`src/lgm_pkg.sv`:
```
package lgm_pkg;

    // ****************************************
    // command codes
    // ****************************************
    localparam logic [7:0] CMD_WR_SP = 8'h0F;
    localparam logic [7:0] CMD_RD_SP = 8'hAA;
    localparam logic [7:0] CMD_COPY = 8'h55;
    localparam logic [7:0] CMD_RD_MEM = 8'hF0;
    localparam logic [7:0] CMD_RD_CRC = 8'hA5;
    localparam logic [7:0] CMD_CLEAR = 8'h3C;
    localparam logic [7:0] CMD_CONVERT = 8'h44;

    // ****************************************
    // memory map and field positions
    // ****************************************
    localparam logic [15:0] MISSION_REG_FIRST = 16'h0200;
    localparam logic [15:0] MISSION_REG_LAST = 16'h0213;
    localparam logic [15:0] SAMPLE_RATE_ADDR = 16'h020D;
    localparam logic [15:0] CONTROL_ADDR = 16'h020E;
    localparam logic [15:0] STATUS_ADDR = 16'h0214;
    localparam logic [15:0] MEM_LAST_ADDR = 16'h17FF;
    localparam int RUN_BIT = 5;
    localparam int CLR_EN_BIT = 6;
    localparam logic [4:0] SP_LAST_OFF = 5'h1F;

    // ****************************************
    // crc constants and fixed byte patterns
    // ****************************************
    localparam logic [15:0] CRC_POLY = 16'hA001;
    localparam logic [15:0] CRC_INIT = 16'h0000;
    localparam logic [7:0] ALT_PATTERN = 8'h55;
    localparam logic [7:0] ONES_BYTE = 8'hFF;
    localparam logic [7:0] ZERO_BYTE = 8'h00;

    // ****************************************
    // timing
    // ****************************************
    localparam int CLK_PERIOD_NS = 40;
    localparam int COPY_BYTE_NS = 2000;
    localparam int CLEAR_US = 500;
    localparam logic [15:0] COPY_BYTE_CYC =
        16'((COPY_BYTE_NS + CLK_PERIOD_NS - 1) / CLK_PERIOD_NS);
    localparam int CLEAR_CYC = (CLEAR_US * 1000 + CLK_PERIOD_NS - 1) / CLK_PERIOD_NS;

    // ****************************************
    // transmit buffer and reset values
    // ****************************************
    localparam int TX_FIFO_WIDTH = 8;
    localparam int TX_FIFO_DEPTH = 8;
    localparam logic MEM_CLR_RST = 1'b0;
    localparam logic [15:0] DELAY_RST = 16'h0000;

endpackage

```
`src/lgm_fifo.sv`:
```
`timescale 1ns/100ps
module lgm_fifo #(
    parameter int WIDTH = 8,
    parameter int DEPTH = 8
) (
    // clock and reset
    input wire logic core_clk,
    input wire logic rst,
    input wire logic flush,
    // filling side
    input wire logic in_valid,
    input wire logic [WIDTH-1:0] in_data,
    output logic in_ready,
    // draining side
    output logic out_valid,
    output logic [WIDTH-1:0] out_data,
    input wire logic out_ready
);
    // depth must be a power of two: pointers wrap by overflow
    localparam int AW = $clog2(DEPTH);
    localparam int CW = $clog2(DEPTH + 1);
    localparam logic [CW-1:0] FULL_CNT = CW'(DEPTH);

    typedef struct packed {
        logic [DEPTH-1:0][WIDTH-1:0] mem;
        logic [AW-1:0] wr;
        logic [AW-1:0] rd;
        logic [CW-1:0] cnt;
    } lgm_fifo_regs_t;

    lgm_fifo_regs_t q;
    lgm_fifo_regs_t n;
    logic push;
    logic pop;

    assign in_ready = (q.cnt != FULL_CNT);
    assign out_valid = (q.cnt != {CW{1'b0}});
    assign out_data = q.mem[q.rd];
    assign push = in_valid && in_ready;
    assign pop = out_valid && out_ready;

    always_comb begin
        n = q;
        if (push) begin
            n.mem[q.wr] = in_data;
            n.wr = q.wr + AW'(1);
        end
        if (pop) begin
            n.rd = q.rd + AW'(1);
        end
        if (push && !pop) begin
            n.cnt = q.cnt + CW'(1);
        end else if (pop && !push) begin
            n.cnt = q.cnt - CW'(1);
        end
        if (flush) begin
            n.wr = '0;
            n.rd = '0;
            n.cnt = '0;
        end
    end

    always_ff @(posedge core_clk) begin
        if (rst) begin
            q <= '0;
        end else begin
            q <= n;
        end
    end
endmodule

```
`src/lgm_cmd_top.sv`:
```
`timescale 1ns/100ps
module lgm_cmd_top
    import lgm_pkg::*;
#(
    parameter int CLEAR_CYCLES = lgm_pkg::CLEAR_CYC
) (
    // clock and reset
    input wire logic core_clk,
    input wire logic rst,
    // byte link from the bit layer
    input wire logic [7:0] rx_data,
    input wire logic rx_valid,
    input wire logic rx_partial,
    input wire logic bus_reset,
    // byte link to the bit layer
    output logic [7:0] tx_data,
    output logic tx_valid,
    input wire logic tx_ready,
    // memory port
    output logic mem_rd,
    output logic mem_we,
    output logic [15:0] mem_addr,
    output logic [7:0] mem_wdata,
    input wire logic [7:0] mem_rdata,
    input wire logic mem_rvalid,
    // mission control
    input wire logic minute_tick,
    input wire logic sample_in_progress,
    input wire logic mission_enable_low,
    input wire logic [15:0] start_delay,
    // status
    output logic copy_accepted_flag,
    output logic clear_enable_bit,
    output logic memory_cleared_bit,
    output logic mission_in_progress,
    output logic clear_active,
    output logic convert_req,
    output logic timestamp_capture,
    output logic logging_active
);
    import lgm_pkg::*;

    // ****************************************
    // state
    // ****************************************
    typedef enum logic [3:0] {
        ST_IDLE = 4'h0, ST_ADR_LO = 4'h1, ST_ADR_HI = 4'h2, ST_WS = 4'h3,
        ST_RS_HDR = 4'h4, ST_RS_DATA = 4'h5, ST_CRC_LO = 4'h6, ST_CRC_HI = 4'h7,
        ST_ONES = 4'h8, ST_CP_AUTH = 4'h9, ST_CP_RUN = 4'hA, ST_CP_DONE = 4'hB,
        ST_RM_REQ = 4'hC, ST_RM_WAIT = 4'hD, ST_CLR = 4'hE, ST_HOLD = 4'hF
    } lgm_state_t;

    typedef enum logic [1:0] {
        MS_IDLE = 2'b00, MS_DELAY = 2'b01, MS_WAIT = 2'b10, MS_LOG = 2'b11
    } lgm_msn_t;

    typedef struct packed {
        lgm_state_t st;
        lgm_msn_t msn;
        logic [7:0] cmd;
        logic [15:0] ta;
        logic [4:0] es_off;
        logic part;
        logic acc;
        logic [31:0][7:0] sp;
        logic [4:0] idx;
        logic [15:0] crc;
        logic [15:0] addr;
        logic [15:0] cnt;
        logic crc_next;
        logic clr_en;
        logic mem_clr;
        logic run;
        logic [15:0] delay;
        logic push_v;
        logic [7:0] push_d;
        logic mem_rd;
        logic mem_we;
        logic [15:0] mem_addr;
        logic [7:0] mem_wdata;
        logic clr_act;
        logic convert_req;
        logic ts_cap;
        logic log_act;
    } lgm_regs_t;

    lgm_regs_t q;
    lgm_regs_t n;
    logic fifo_in_ready;
    logic flush;

    localparam logic [15:0] CLEAR_LAST = 16'(CLEAR_CYCLES - 1);

    function automatic logic [15:0] crc16_byte(input logic [15:0] c, input logic [7:0] d);
        logic [15:0] r;
        logic fb;
        r = c;
        for (int i = 0; i < 8; i++) begin
            fb = r[0] ^ d[i];
            r = {1'b0, r[15:1]};
            if (fb) begin
                r = r ^ CRC_POLY;
            end
        end
        return r;
    endfunction

    // ****************************************
    // command interpreter
    // ****************************************
    always_comb begin
        logic slot_free;
        logic rd_emit;
        logic [7:0] rd_byte;
        logic [7:0] es_byte;
        logic [7:0] auth_exp;
        logic [7:0] wbyte;
        slot_free = !q.push_v || fifo_in_ready;
        rd_emit = 1'b0;
        rd_byte = ZERO_BYTE;
        es_byte = {q.acc, 1'b0, q.part, q.es_off};
        auth_exp = (q.cnt == 16'h0000) ? q.ta[7:0] :
                   (q.cnt == 16'h0001) ? q.ta[15:8] : es_byte;
        wbyte = q.sp[q.idx];
        flush = 1'b0;
        n = q;
        if (slot_free) begin
            n.push_v = 1'b0;
        end
        n.mem_rd = 1'b0;
        n.mem_we = 1'b0;
        n.convert_req = 1'b0;
        n.ts_cap = 1'b0;
        // mission sequencer runs on minute boundaries
        unique case (q.msn)
            MS_IDLE: begin
            end
            MS_DELAY: if (minute_tick) begin
                n.delay = q.delay - 16'h0001;
                if (q.delay == 16'h0001) begin
                    n.msn = MS_WAIT;
                end
            end
            MS_WAIT: if (minute_tick) begin
                n.ts_cap = 1'b1;
                n.msn = MS_LOG;
            end
            MS_LOG: begin
            end
        endcase
        unique case (q.st)
            ST_IDLE: if (rx_valid) begin
                n.cmd = rx_data;
                n.crc = crc16_byte(CRC_INIT, rx_data);
                n.cnt = 16'h0000;
                n.st = ST_HOLD;
                if (rx_data != CMD_CLEAR) begin
                    n.clr_en = 1'b0;
                end
                case (rx_data)
                    CMD_WR_SP: begin
                        n.acc = 1'b0;
                        n.part = 1'b0;
                        n.st = ST_ADR_LO;
                    end
                    CMD_RD_MEM, CMD_RD_CRC: n.st = ST_ADR_LO;
                    CMD_RD_SP: n.st = ST_RS_HDR;
                    CMD_COPY: n.st = ST_CP_AUTH;
                    CMD_CLEAR: if (q.clr_en) begin
                        n.st = ST_CLR;
                        n.clr_act = 1'b1;
                    end
                    CMD_CONVERT: n.convert_req = !q.run;
                    default: n.st = ST_HOLD;
                endcase
            end
            ST_ADR_LO: if (rx_valid) begin
                n.ta[7:0] = rx_data;
                n.crc = crc16_byte(q.crc, rx_data);
                n.st = ST_ADR_HI;
            end
            ST_ADR_HI: if (rx_valid) begin
                // status byte untouched by reads
                n.ta[15:8] = rx_data;
                n.crc = crc16_byte(q.crc, rx_data);
                n.addr = {rx_data, q.ta[7:0]};
                n.idx = q.ta[4:0];
                n.st = (q.cmd == CMD_WR_SP) ? ST_WS : ST_RM_REQ;
            end
            ST_WS: begin
                if (rx_partial) begin
                    n.part = 1'b1;
                end
                if (rx_valid) begin
                    n.sp[q.idx] = rx_data;
                    n.es_off = q.idx;
                    n.idx = q.idx + 5'h01;
                    if (q.idx == SP_LAST_OFF) begin
                        n.st = ST_HOLD;
                    end
                end
            end
            ST_RS_HDR: if (slot_free) begin
                n.push_v = 1'b1;
                n.push_d = auth_exp;
                n.crc = crc16_byte(q.crc, auth_exp);
                n.cnt = q.cnt + 16'h0001;
                if (q.cnt == 16'h0002) begin
                    n.idx = q.ta[4:0];
                    n.st = ST_RS_DATA;
                end
            end
            ST_RS_DATA: if (slot_free) begin
                n.push_v = 1'b1;
                n.push_d = wbyte;
                n.crc = crc16_byte(q.crc, wbyte);
                n.idx = q.idx + 5'h01;
                if (q.idx == SP_LAST_OFF) begin
                    n.crc_next = 1'b0;
                    n.st = ST_CRC_LO;
                end
            end
            ST_CRC_LO: if (slot_free) begin
                n.push_v = 1'b1;
                n.push_d = ~q.crc[7:0];
                n.st = ST_CRC_HI;
            end
            ST_CRC_HI: if (slot_free) begin
                n.push_v = 1'b1;
                n.push_d = ~q.crc[15:8];
                n.crc = CRC_INIT;
                n.st = q.crc_next ? ST_RM_REQ : ST_ONES;
            end
            ST_ONES: if (slot_free) begin
                n.push_v = 1'b1;
                n.push_d = ONES_BYTE;
            end
            ST_CP_AUTH: if (rx_valid) begin
                if (rx_data != auth_exp) begin
                    n.st = ST_HOLD;
                end else if (q.cnt == 16'h0002) begin
                    n.acc = 1'b1;
                    n.idx = q.ta[4:0];
                    n.addr = q.ta;
                    n.cnt = 16'h0000;
                    n.st = ST_CP_RUN;
                end else begin
                    n.cnt = q.cnt + 16'h0001;
                end
            end
            ST_CP_RUN: begin
                if (q.cnt == 16'h0000) begin
                    n.mem_we = 1'b1;
                    n.mem_addr = q.addr;
                    n.mem_wdata = wbyte;
                    if (q.run && q.addr >= MISSION_REG_FIRST && q.addr <= MISSION_REG_LAST) begin
                        n.run = 1'b0;
                        n.msn = MS_IDLE;
                    end
                    if (q.addr == STATUS_ADDR && !wbyte[RUN_BIT]) begin
                        n.run = 1'b0;
                        n.msn = MS_IDLE;
                    end
                    if (q.addr == CONTROL_ADDR) begin
                        n.clr_en = wbyte[CLR_EN_BIT];
                    end
                    if (q.addr == SAMPLE_RATE_ADDR && wbyte != ZERO_BYTE && !q.run
                        && q.mem_clr && !mission_enable_low) begin
                        n.run = 1'b1;
                        n.mem_clr = 1'b0;
                        n.delay = start_delay;
                        n.msn = (start_delay == 16'h0000) ? MS_WAIT : MS_DELAY;
                    end
                end
                n.cnt = q.cnt + 16'h0001;
                if (q.cnt == COPY_BYTE_CYC - 16'h0001) begin
                    n.cnt = 16'h0000;
                    n.idx = q.idx + 5'h01;
                    n.addr = q.addr + 16'h0001;
                    if (q.idx == q.es_off) begin
                        n.st = ST_CP_DONE;
                    end
                end
            end
            ST_CP_DONE: if (slot_free) begin
                n.push_v = 1'b1;
                n.push_d = ALT_PATTERN;
            end
            ST_RM_REQ: if (slot_free) begin
                if (q.addr > MEM_LAST_ADDR) begin
                    rd_emit = 1'b1;
                end else if (!sample_in_progress) begin
                    n.mem_rd = 1'b1;
                    n.mem_addr = q.addr;
                    n.st = ST_RM_WAIT;
                end
            end
            ST_RM_WAIT: if (mem_rvalid) begin
                rd_emit = 1'b1;
                rd_byte = mem_rdata;
            end
            ST_CLR: begin
                n.cnt = q.cnt + 16'h0001;
                if (q.cnt == CLEAR_LAST) begin
                    n.clr_act = 1'b0;
                    n.mem_clr = 1'b1;
                    n.clr_en = 1'b0;
                    n.st = ST_HOLD;
                end
            end
            ST_HOLD: begin
            end
        endcase
        // shared tail of both memory reads
        if (rd_emit) begin
            n.push_v = 1'b1;
            n.push_d = rd_byte;
            n.crc = crc16_byte(q.crc, rd_byte);
            n.addr = q.addr + 16'h0001;
            n.st = ST_RM_REQ;
            if (q.cmd == CMD_RD_CRC && q.addr[4:0] == SP_LAST_OFF) begin
                n.crc_next = 1'b1;
                n.st = ST_CRC_LO;
            end
        end
        // copy and clear must finish; a reset mid-copy would leave a torn page
        if (bus_reset && q.st != ST_CP_RUN && q.st != ST_CLR) begin
            n.st = ST_IDLE;
            n.push_v = 1'b0;
            flush = 1'b1;
        end
        n.log_act = (n.msn == MS_LOG);
    end

    always_ff @(posedge core_clk) begin
        if (rst) begin
            q <= '0;
            q.mem_clr <= MEM_CLR_RST;
            q.delay <= DELAY_RST;
        end else begin
            q <= n;
        end
    end

    // ****************************************
    // transmit buffer
    // ****************************************
    lgm_fifo #(
        .WIDTH(TX_FIFO_WIDTH),
        .DEPTH(TX_FIFO_DEPTH)
    ) u_tx_fifo (
        .core_clk(core_clk),
        .rst(rst),
        .flush(flush),
        .in_valid(q.push_v),
        .in_data(q.push_d),
        .in_ready(fifo_in_ready),
        .out_valid(tx_valid),
        .out_data(tx_data),
        .out_ready(tx_ready)
    );

    assign mem_rd = q.mem_rd;
    assign mem_we = q.mem_we;
    assign mem_addr = q.mem_addr;
    assign mem_wdata = q.mem_wdata;
    assign copy_accepted_flag = q.acc;
    assign clear_enable_bit = q.clr_en;
    assign memory_cleared_bit = q.mem_clr;
    assign mission_in_progress = q.run;
    assign clear_active = q.clr_act;
    assign convert_req = q.convert_req;
    assign timestamp_capture = q.ts_cap;
    assign logging_active = q.log_act;

    // ****************************************
    // assertions
    // ****************************************
    logic in_copy;
    logic auth_last_ok;
    logic wr_cmd;
    assign in_copy = (q.st == ST_CP_RUN);
    assign auth_last_ok = (q.st == ST_CP_AUTH) && rx_valid && (q.cnt == 16'h0002)
                          && (rx_data == {q.acc, 1'b0, q.part, q.es_off});
    assign wr_cmd = (q.st == ST_IDLE) && rx_valid && (rx_data == CMD_WR_SP);

    property p_acc_set;
        @(posedge core_clk) disable iff (rst) auth_last_ok |=> copy_accepted_flag ##1 in_copy;
    endproperty
    a_acc_set: assert property (p_acc_set) else $error("copy flag not set on match");

    property p_reset_ignored;
        @(posedge core_clk) disable iff (rst) in_copy && bus_reset |=> (q.st != ST_IDLE);
    endproperty
    a_reset_ignored: assert property (p_reset_ignored) else $error("reset ended copy");

    property p_acc_clear;
        @(posedge core_clk) disable iff (rst) $fell(copy_accepted_flag) |-> $past(wr_cmd);
    endproperty
    a_acc_clear: assert property (p_acc_clear) else $error("copy flag cleared wrongly");

    property p_clear_done;
        @(posedge core_clk) disable iff (rst)
            $fell(clear_active) |-> memory_cleared_bit && !clear_enable_bit;
    endproperty
    a_clear_done: assert property (p_clear_done) else $error("clear end flags wrong");

    property p_clear_len;
        @(posedge core_clk) disable iff (rst) $rose(clear_active) |-> clear_active [*8];
    endproperty
    a_clear_len: assert property (p_clear_len) else $error("clear ended too early");

    property p_convert_gate;
        @(posedge core_clk) disable iff (rst) convert_req |-> !mission_in_progress;
    endproperty
    a_convert_gate: assert property (p_convert_gate) else $error("convert during mission");

    property p_mip_start;
        @(posedge core_clk) disable iff (rst)
            $rose(mission_in_progress) |-> $fell(memory_cleared_bit) && $past(mem_we, 1) == 1'b0;
    endproperty
    a_mip_start: assert property (p_mip_start) else $error("mission start flags wrong");

    property p_sample_prio;
        @(posedge core_clk) disable iff (rst) mem_rd |-> !$past(sample_in_progress);
    endproperty
    a_sample_prio: assert property (p_sample_prio) else $error("read during sampling");

    property p_ts;
        @(posedge core_clk) disable iff (rst)
            timestamp_capture |-> logging_active && mission_in_progress;
    endproperty
    a_ts: assert property (p_ts) else $error("timestamp outside mission");

    c_copy: cover property (@(posedge core_clk) disable iff (rst) $rose(copy_accepted_flag));
    c_clear: cover property (@(posedge core_clk) disable iff (rst) $rose(memory_cleared_bit));
    c_mission: cover property (@(posedge core_clk) disable iff (rst) timestamp_capture);
    c_page_crc: cover property (@(posedge core_clk) disable iff (rst)
        q.st == ST_CRC_HI && q.crc_next);
endmodule

```
`config.mk`:
```
export PLATFORM = sky130hd
export DESIGN_NAME = lgm_cmd_top
export DESIGN_NICKNAME = d
export VERILOG_FILES = /design/src/lgm_pkg.sv /design/src/lgm_fifo.sv /design/src/lgm_cmd_top.sv
export SDC_FILE = /design/constraint.sdc
export NUM_CORES = 1
export LEC_CHECK = 0
export BUFFER_PORTS_ARGS = -buffer_cell sky130_fd_sc_hd__buf_2
export CORE_ASPECT_RATIO = 1.5
export CORE_UTILIZATION = 43
export DETAILED_ROUTE_END_ITERATION = 8
export SETUP_SLACK_MARGIN = 0.15
export SYNTH_ARGS = -nofsm -noshare
export SYNTH_HDL_FRONTEND = slang
export SYNTH_SLANG_ARGS = --single-unit
```
`constraint.sdc`:
```
create_clock -name core_clk -period 3.9 [get_ports core_clk]
set_input_delay 0.585 -clock core_clk [delete_from_list [all_inputs] [get_ports core_clk]]
set_output_delay 0.585 -clock core_clk [all_outputs]
set_load 0.03 [all_outputs]
```
== After elaboration in Yosys (flattened, before gate mapping) ==
Cells that the tools add are included.

* $add $sub $neg: 8
* Order comparisons: 8
* Eq/ne operators: 86
* Multiplexer cells: 252
* Bitwise gates (word level): 98
* Reductions and logical operators: 67

{| class="wikitable"
|+ Operator list
! kind !! number
|-
| $mux W16 || 136
|-
| $bwmux W256 || 1
|-
| $not A2 Y3 || 43
|-
| $mux W32 || 4
|-
| $mux W4 || 25
|-
| $pmux W16 S6 || 1
|-
| $pmux W16 S5 || 1
|-
| $bwmux W64 || 1
|-
| $mux W8 || 8
|-
| $mux W9 || 7
|-
| $ne A3 B3 Y1 const B || 20
|-
| $pmux W9 S6 || 1
|-
| $eq A16 B10 Y1 const B || 3
|-
| $pmux W16 S3 || 1
|-
| $pmux W4 S12 || 1
|-
| $xor A1 B1 Y1 || 46
|-
| $mux W21 || 2
|-
| $bmux W8 S5 || 1
|-
| $demux W8 S5 || 1
|-
| $mux W37 || 1
|-
| $add A16 B1 Y16 const B || 2
|-
| $eq A16 B1 Y1 const B || 2
|-
| $eq A8 B8 Y1 const B || 4
|-
| $logic_not A16 Y1 || 2
|-
| other kinds (72) || 205
|}

* Bits in registers: 479
* Bits of input ports: 42
* Output and inout bits: 43
* Logic and storage cells: 589

== Logic depth before layout (Yosys ltp) ==
* Word-level depth: 36
* Gate-level depth with buffers: 15
* Gate-level depth less buffers: 13

== Hierarchy ==
A second synthesis with hierarchy kept.

* Cells, all modules: 2997
* Area total of the unflattened synthesis: 24447.2 um^2

{| class="wikitable"
|+ Modules (own cells, without submodules)
! module !! times used !! cells each !! area each (um^2) !! seq. area each (um^2)
|-
| lgm_cmd_top || 1 || 2682 || 21028.9 || 8107.8
|-
| lgm_fifo || 1 || 315 || 3418.3 || 1481.4
|}

== Least setup slack after synthesis ==
OpenSTA, ideal clock, no wires.

* Kind: register to register
* From: register q[108] (netlist name)
* To: register q[91] (netlist name)
* Setup time: 0.091 ns
* Arrival time: 3.402 ns
* Data required time: 3.809 ns
* Setup slack: 0.407 ns
* Cell stages (with the launch flop): 14
* Path buffers: 4
* Clock period less this slack: 3.493 ns
* Cell sequence: dfxtp_1 -> buf_4 -> buf_2 -> buf_2 -> buf_2 -> mux4_2 -> a22oi_1 -> nand4_1 -> xor2_1 -> xor2_1 -> xnor3_1 -> xor2_1 -> nand2_1 -> a311oi_1

* Longest elaborated chain between the ends: 35

{| class="wikitable"
|+ RTL lines
! what !! line !! text
|-
| from (decl) || lgm_cmd_top.sv:87 || <nowiki>lgm_regs_t q;</nowiki>
|-
| from (signal assigned) || lgm_cmd_top.sv:341 || <nowiki>q <= n;</nowiki>
|-
| $bmux W8 S5 (*) || lgm_cmd_top.sv:124 || <nowiki>wbyte = q.sp[q.idx];</nowiki>
|-
| $mux W8 (implied by the code) (*) || lgm_cmd_top.sv:124 ||
|-
| $xor A1 B1 Y1 || lgm_cmd_top.sv:99 || <nowiki>fb = r[0] ^ d[i];</nowiki>
|-
| $mux W16 || lgm_cmd_top.sv:101 || <nowiki>if (fb) begin</nowiki>
|-
| $mux W16 || lgm_cmd_top.sv:213 || <nowiki>ST_RS_DATA: if (slot_free) begin</nowiki>
|-
| $mux W16 || lgm_cmd_top.sv:151 || <nowiki>unique case (q.st)</nowiki>
|-
| $xor A1 B1 Y1 || lgm_cmd_top.sv:99 ||
|-
| $mux W16 || lgm_cmd_top.sv:101 ||
|-
| (+19 left out) || n/a ||
|-
| $mux W16 || lgm_cmd_top.sv:101 ||
|-
| $mux W16 || lgm_cmd_top.sv:213 ||
|-
| $mux W16 || lgm_cmd_top.sv:151 ||
|-
| $xor A1 B1 Y1 (*) || lgm_cmd_top.sv:99 ||
|-
| $mux W16 (*) || lgm_cmd_top.sv:101 ||
|-
| $mux W21 (*) || lgm_cmd_top.sv:213 ||
|-
| $pmux W16 S6 (*) || lgm_cmd_top.sv:151 ||
|-
| $mux W32 (*) || lgm_cmd_top.sv:315 || <nowiki>if (rd_emit) begin</nowiki>
|}

Mark *: on every way between the ends. The rest lies on a longest branch, timed or not. The select of a mux whose other input is x is not followed.
A chain may end at the register's enable or synchronous reset.

== Worst setup path after layout ==
* From: register q[61] (netlist name)
* To: register q[72] (netlist name)

* Longest elaborated chain between the ends: 6
* Elaborated cells on any way between the ends: 16
* Those cells by class: add/sub (1); eq/ne (5); mux (8); reduce/logical (2)

{| class="wikitable"
|+ RTL lines
! what
|-
| parallel branches: the longest is 6 deep, another holds $add A16 B1 Y16
|}

Parallel ways; which one is timed is not known. The select of a mux whose other input is x is not followed.

==> reports/results.md <==
| Group | Parameter | Reported |
| --- | --- | --- |
| worst setup path | Delay contributed by the slowest stage of the critical path | 630 ps |
| clocking | # Post-CTS Setup Buffers | 0 |
| timing | Crit share post-route | 0.951 |
| worst setup path | Endpoint type of the worst setup path | flip-flop |
| hold path | Worst hold stages | 3 |
| worst setup path | Required time of the worst setup path | 4450 ps |
| timing | Final hold viol count | 0 |
| detailed routing | Mean routed wirelength per cell | 22.1 um |
| detailed routing | Via-per-instance ratio | 5.96 |
| final layout | Total of fill cells in the finished design | 5538 |
| grt | Maximum number of pins on one net before global-route repair | 136 |
| clocking | Number of clock sinks seen by CTS | 479 |
| detailed routing | DR DRC count | 0 |
| timing | Final setup violation count | 0 |
| synth | Flip-flop cell with the highest count after synthesis | sky130_fd_sc_hd__dfxtp_1 |
| worst setup path | Most used cell, CP | sky130_fd_sc_hd__or4_4 |
| placed design | Port bufs | 84 |
| final layout | Synth-to-Final Area Change | 13.4% |
| final layout | Count of antenna diodes in the layout | 0 |
| detailed routing | Detail Route Antenna Nets | 0 |
| timing | Highest attainable clock frequency | 270 MHz |
| grt | Overflow left after global routing | 0 |
| detailed routing | Number of DRC markers after the initial detailed-route iteration | 1896 |
| hold path | Path type of the worst min-delay path | input pin to flip-flop |
| detailed routing | Total vias in the final route | 22873 |
| final layout | Share of final-layout standard cells stronger than drive strength 1 | 0.138 |
| pwr | Power density over the cells | 431 nW/um2 |
| worst setup path | Cell depth of the worst flop-to-flop path | 10 |
| grt | GRT Overall Usage | 0.285 |
| synth | Dominant cells by area after synthesis | sky130_fd_sc_hd__dfxtp_1 (39%), sky130_fd_sc_hd__a21oi_1 (7.9%), sky130_fd_sc_hd__mux2i_1 (6.9%), sky130_fd_sc_hd__nand2_1 (6.5%), sky130_fd_sc_hd__nand3_1 (6.3%) |
| synth | Synth Warn # | 0 |
| worst setup path | Worst Path Max Fanout | 10 |
| timing | Setup repair after global routing missed its margin | true |
| clocking | Cell chosen for the clock root | sky130_fd_sc_hd__clkbuf_16 |
| synth | Yosys cell types | 83 |
| pwr | Maximum ir drop on the vdd rail | 0.000307 V |
| floorplan | Effective utilization at floorplan | 0.435 |
| worst setup path | Cell-by-cell listing of the critical path | or4_4 -> or4_4 -> nor2_1 -> nor3_1 -> nor4b_2 -> nand4b_4 -> a22o_4 -> or2_4 -> or3_1 -> a21oi_1 |
| clocking | Clock transition at the register clock pins on the worst setup and hold paths after CTS | 60 ps |
| final layout | Total non-filler cell area in the finished layout | 28000 um2 |
| synth | Cell area after synthesis | 24700 um2 |
| clocking | Clock latency on the worst-skew pair | 620 ps |
| synth | Post-synth EDFFs | 0 |
| placed design | Routability-driven placement congestion ratio | 0.995 |
| clocking | TritonCTS clock tree | built |
| synth | Synthesized instance count | 3026 |
| clocking | H-Tree Depth | 2 |
| worst setup path | Start-to-end type of the worst setup path | flip-flop to flip-flop |
| floorplan | Cell Rows | 107 |
| pwr | Leak pwr | 0.00991 uW |
| floorplan | Die span in y | 296 um |
| detailed routing | Total Wirelength | 84700 um |
| status | Run status | finished clean |
| synth | Synthesized area divided by synthesized cell count | 8.16 um2 |
| grt | Vias in the first global route | 22124 |
| timing | Max-Slew Margin vs Limit | 0.132 |
| placed design | Area post-placement | 26200 um2 |
| timing | Post-route minimum period | 3710 ps |
| placed design | Worst slack at placement | -66.5 ps |
| final layout | Most common cell after layout, fill and taps aside | sky130_fd_sc_hd__dfxtp_1 |
| synth | Cell type with the highest aggregate area in the netlist | sky130_fd_sc_hd__dfxtp_1 |
| final layout | Most frequent cells in the layout | sky130_fd_sc_hd__dfxtp_1 (476), sky130_fd_sc_hd__nand2_1 (425), sky130_fd_sc_hd__a21oi_1 (389) |
| pwr | Power after layout | 12100 uW |
| synth | Post-synth top area share | 0.388 |
| clocking | Cts bufs inserted | 50 |
| synth | Synthesized flop and latch total | 479 |
| timing | Number of max-slew violations in the final report | 0 |
| run | Max-Cap Viols | 0 |
| detailed routing | Number of optimization iterations in the first detailed-route pass | 8 |
| timing | Setup tns final | 0 ps |
| worst setup path | CP Launch Type | flip-flop |
| floorplan | Top-level I/O count | 85 |
| timing | Worst Setup Slack, final | 193 ps |
| worst setup path | Data arrival, critical path | 4250 ps |
| synth | Post-synthesis net count | 3108 |
| placed design | DP Wirelength | 60100 um |
| worst setup path | CP max stage cell | sky130_fd_sc_hd__or4_4 |
| floorplan | Die footprint | 58400 um2 |
| timing | Tightest Pin Transition | 1290 ps |
| synth | Share of synthesized registers carrying an async set or reset | 0 |
| synth | Sequential-to-total area share from yosys stat | 0.388 |
| clocking | Maximum number of buffers from clock root to sink | 3 |
| grt | Antenna violations before repair | 0 |
| timing | Setup skew after layout | 37.9 ps |
| grt | Global-route wire length before repair | 129000 um |
| floorplan | Die Span X | 198 um |
| final layout | Final layout net count | 3117 |
| floorplan | Core outline area | 56800 um2 |
## area by class of cell
| type | count | area (um2) | share of cell area |
|---|---|---|---|
| clock inverter | 18 | 183 | 0.00652 |
| inverter | 42 | 158 | 0.00563 |
| multi-input combinational | 2229 | 13900 | 0.496 |
| sequential | 479 | 9600 | 0.343 |
| timing repair buffer | 233 | 1720 | 0.0612 |
| clock buffer | 76 | 1500 | 0.0536 |
| tap | 763 | 955 | 0.0341 |
## cells in the mapped netlist (all sizes together), types with 4 or more instances
library cell and instances:
dfxtp 479, nand2 425, a21oi 389, nand3 313, nor2 245, clkbuf 214
mux2i 171, xnor2 75, buf 63, o21ai 50, o22ai 47, nor3 46
xor2 44, inv 40, mux4 40, ha 39, a22oi 31, a211oi 21
nor4 20, nand4 18, a221oi 17, nand2b 16, and3 15, nor2b 15
nand4b 13, o211ai 12, or2 12, or3 12, a222oi 11, and2 11
mux2 10, or4 9, a31oi 8, o32ai 8, nor3b 6, o32a 6
nand3b 5, nor4b 5, or4bb 5, xnor3 5, and4b 4, o21a 4
or4b 4
## sequential cells by signal, summed over array words and instances (netlist names), 8 cells and up
register / cells
q: 371
mem_wdata: 8
mem_addr: 16
u_tx_fifo.q: 74
## where the power goes
| part | leakage (uW) | total (uW) | switching, uW | internal, uW |
|---|---|---|---|---|
| registers | 0.00386 | 5110 | 136 | 4970 |
| clock network | 0.000815 | 4890 | 2090 | 2800 |
| logic | 0.00523 | 2060 | 1260 | 804 |
| total | 0.00991 | 12100 | 3490 | 8570 |
## final timing paths
path | startpoint | end | slack, ps
max | q[61]$_SDFFE_PP0P_ | q[72]$_SDFFE_PP0P_ | 190
min | start_delay[1] | q[40]$_SDFF_PP0_ | 220
max reg2reg | q[61]$_SDFFE_PP0P_ | q[72]$_SDFFE_PP0P_ | 190
min reg2reg | mem_addr[5]$_SDFFE_PP0P_ | mem_addr[5]$_SDFFE_PP0P_ | 450
## routing by layer
| layer | GRT usage | wire length [um] | up-vias |
|---|---|---|---|
| met5 | 0 | 0 | - |
| met4 | 0.195 | 6150 | 0 |
| met3 | 0.0372 | 4420 | 266 |
| met2 | 0.507 | 42600 | 848 |
| met1 | 0.315 | 31600 | 11067 |
| li1 | - | - | 10692 |
## worst max-delay path, delay by kind of cell, from the launching register on
kind	cells	cell delay (ps)
AND/OR/NAND/NOR	8	2800
AO/OA/AOI/OAI	2	480
flip-flops	1	350
## through the flow
step | utilization | cells | hold WS (ps)
after global routing | 0.493 | 3840 | 212
after detailed placement | 0.462 | 3745 | 442
final | 0.493 | 3840 | 218
after CTS | 0.492 | 3839 | 186
after floorplan | - | 3026 | 432
after global placement | 0.462 | 3745 | 437
## what timing repair did
| action | CTS | global route |
|---|---|---|
| gates cloned | 0 | 1 |
| hold buffers | 0 | 0 |
| pin swaps | 0 | 3 |
| endpoints found under the setup margin | 23 | 41 |
| gates resized for setup | 4 | 10 |
## logic make-up (layout without fill, tap and decap cells)
group	Yosys count	in the layout	synth area share
buf+inv	319	369	0.0539
mux	221	221	0.110
flops	479	479	0.388
compound gates	635	635	0.151
fa+ha+maj	40	40	0.0206
xor+xnor	125	125	0.0480
simple gates	1207	1208	0.228
Note: power is estimated with default switching activity, not from simulation.
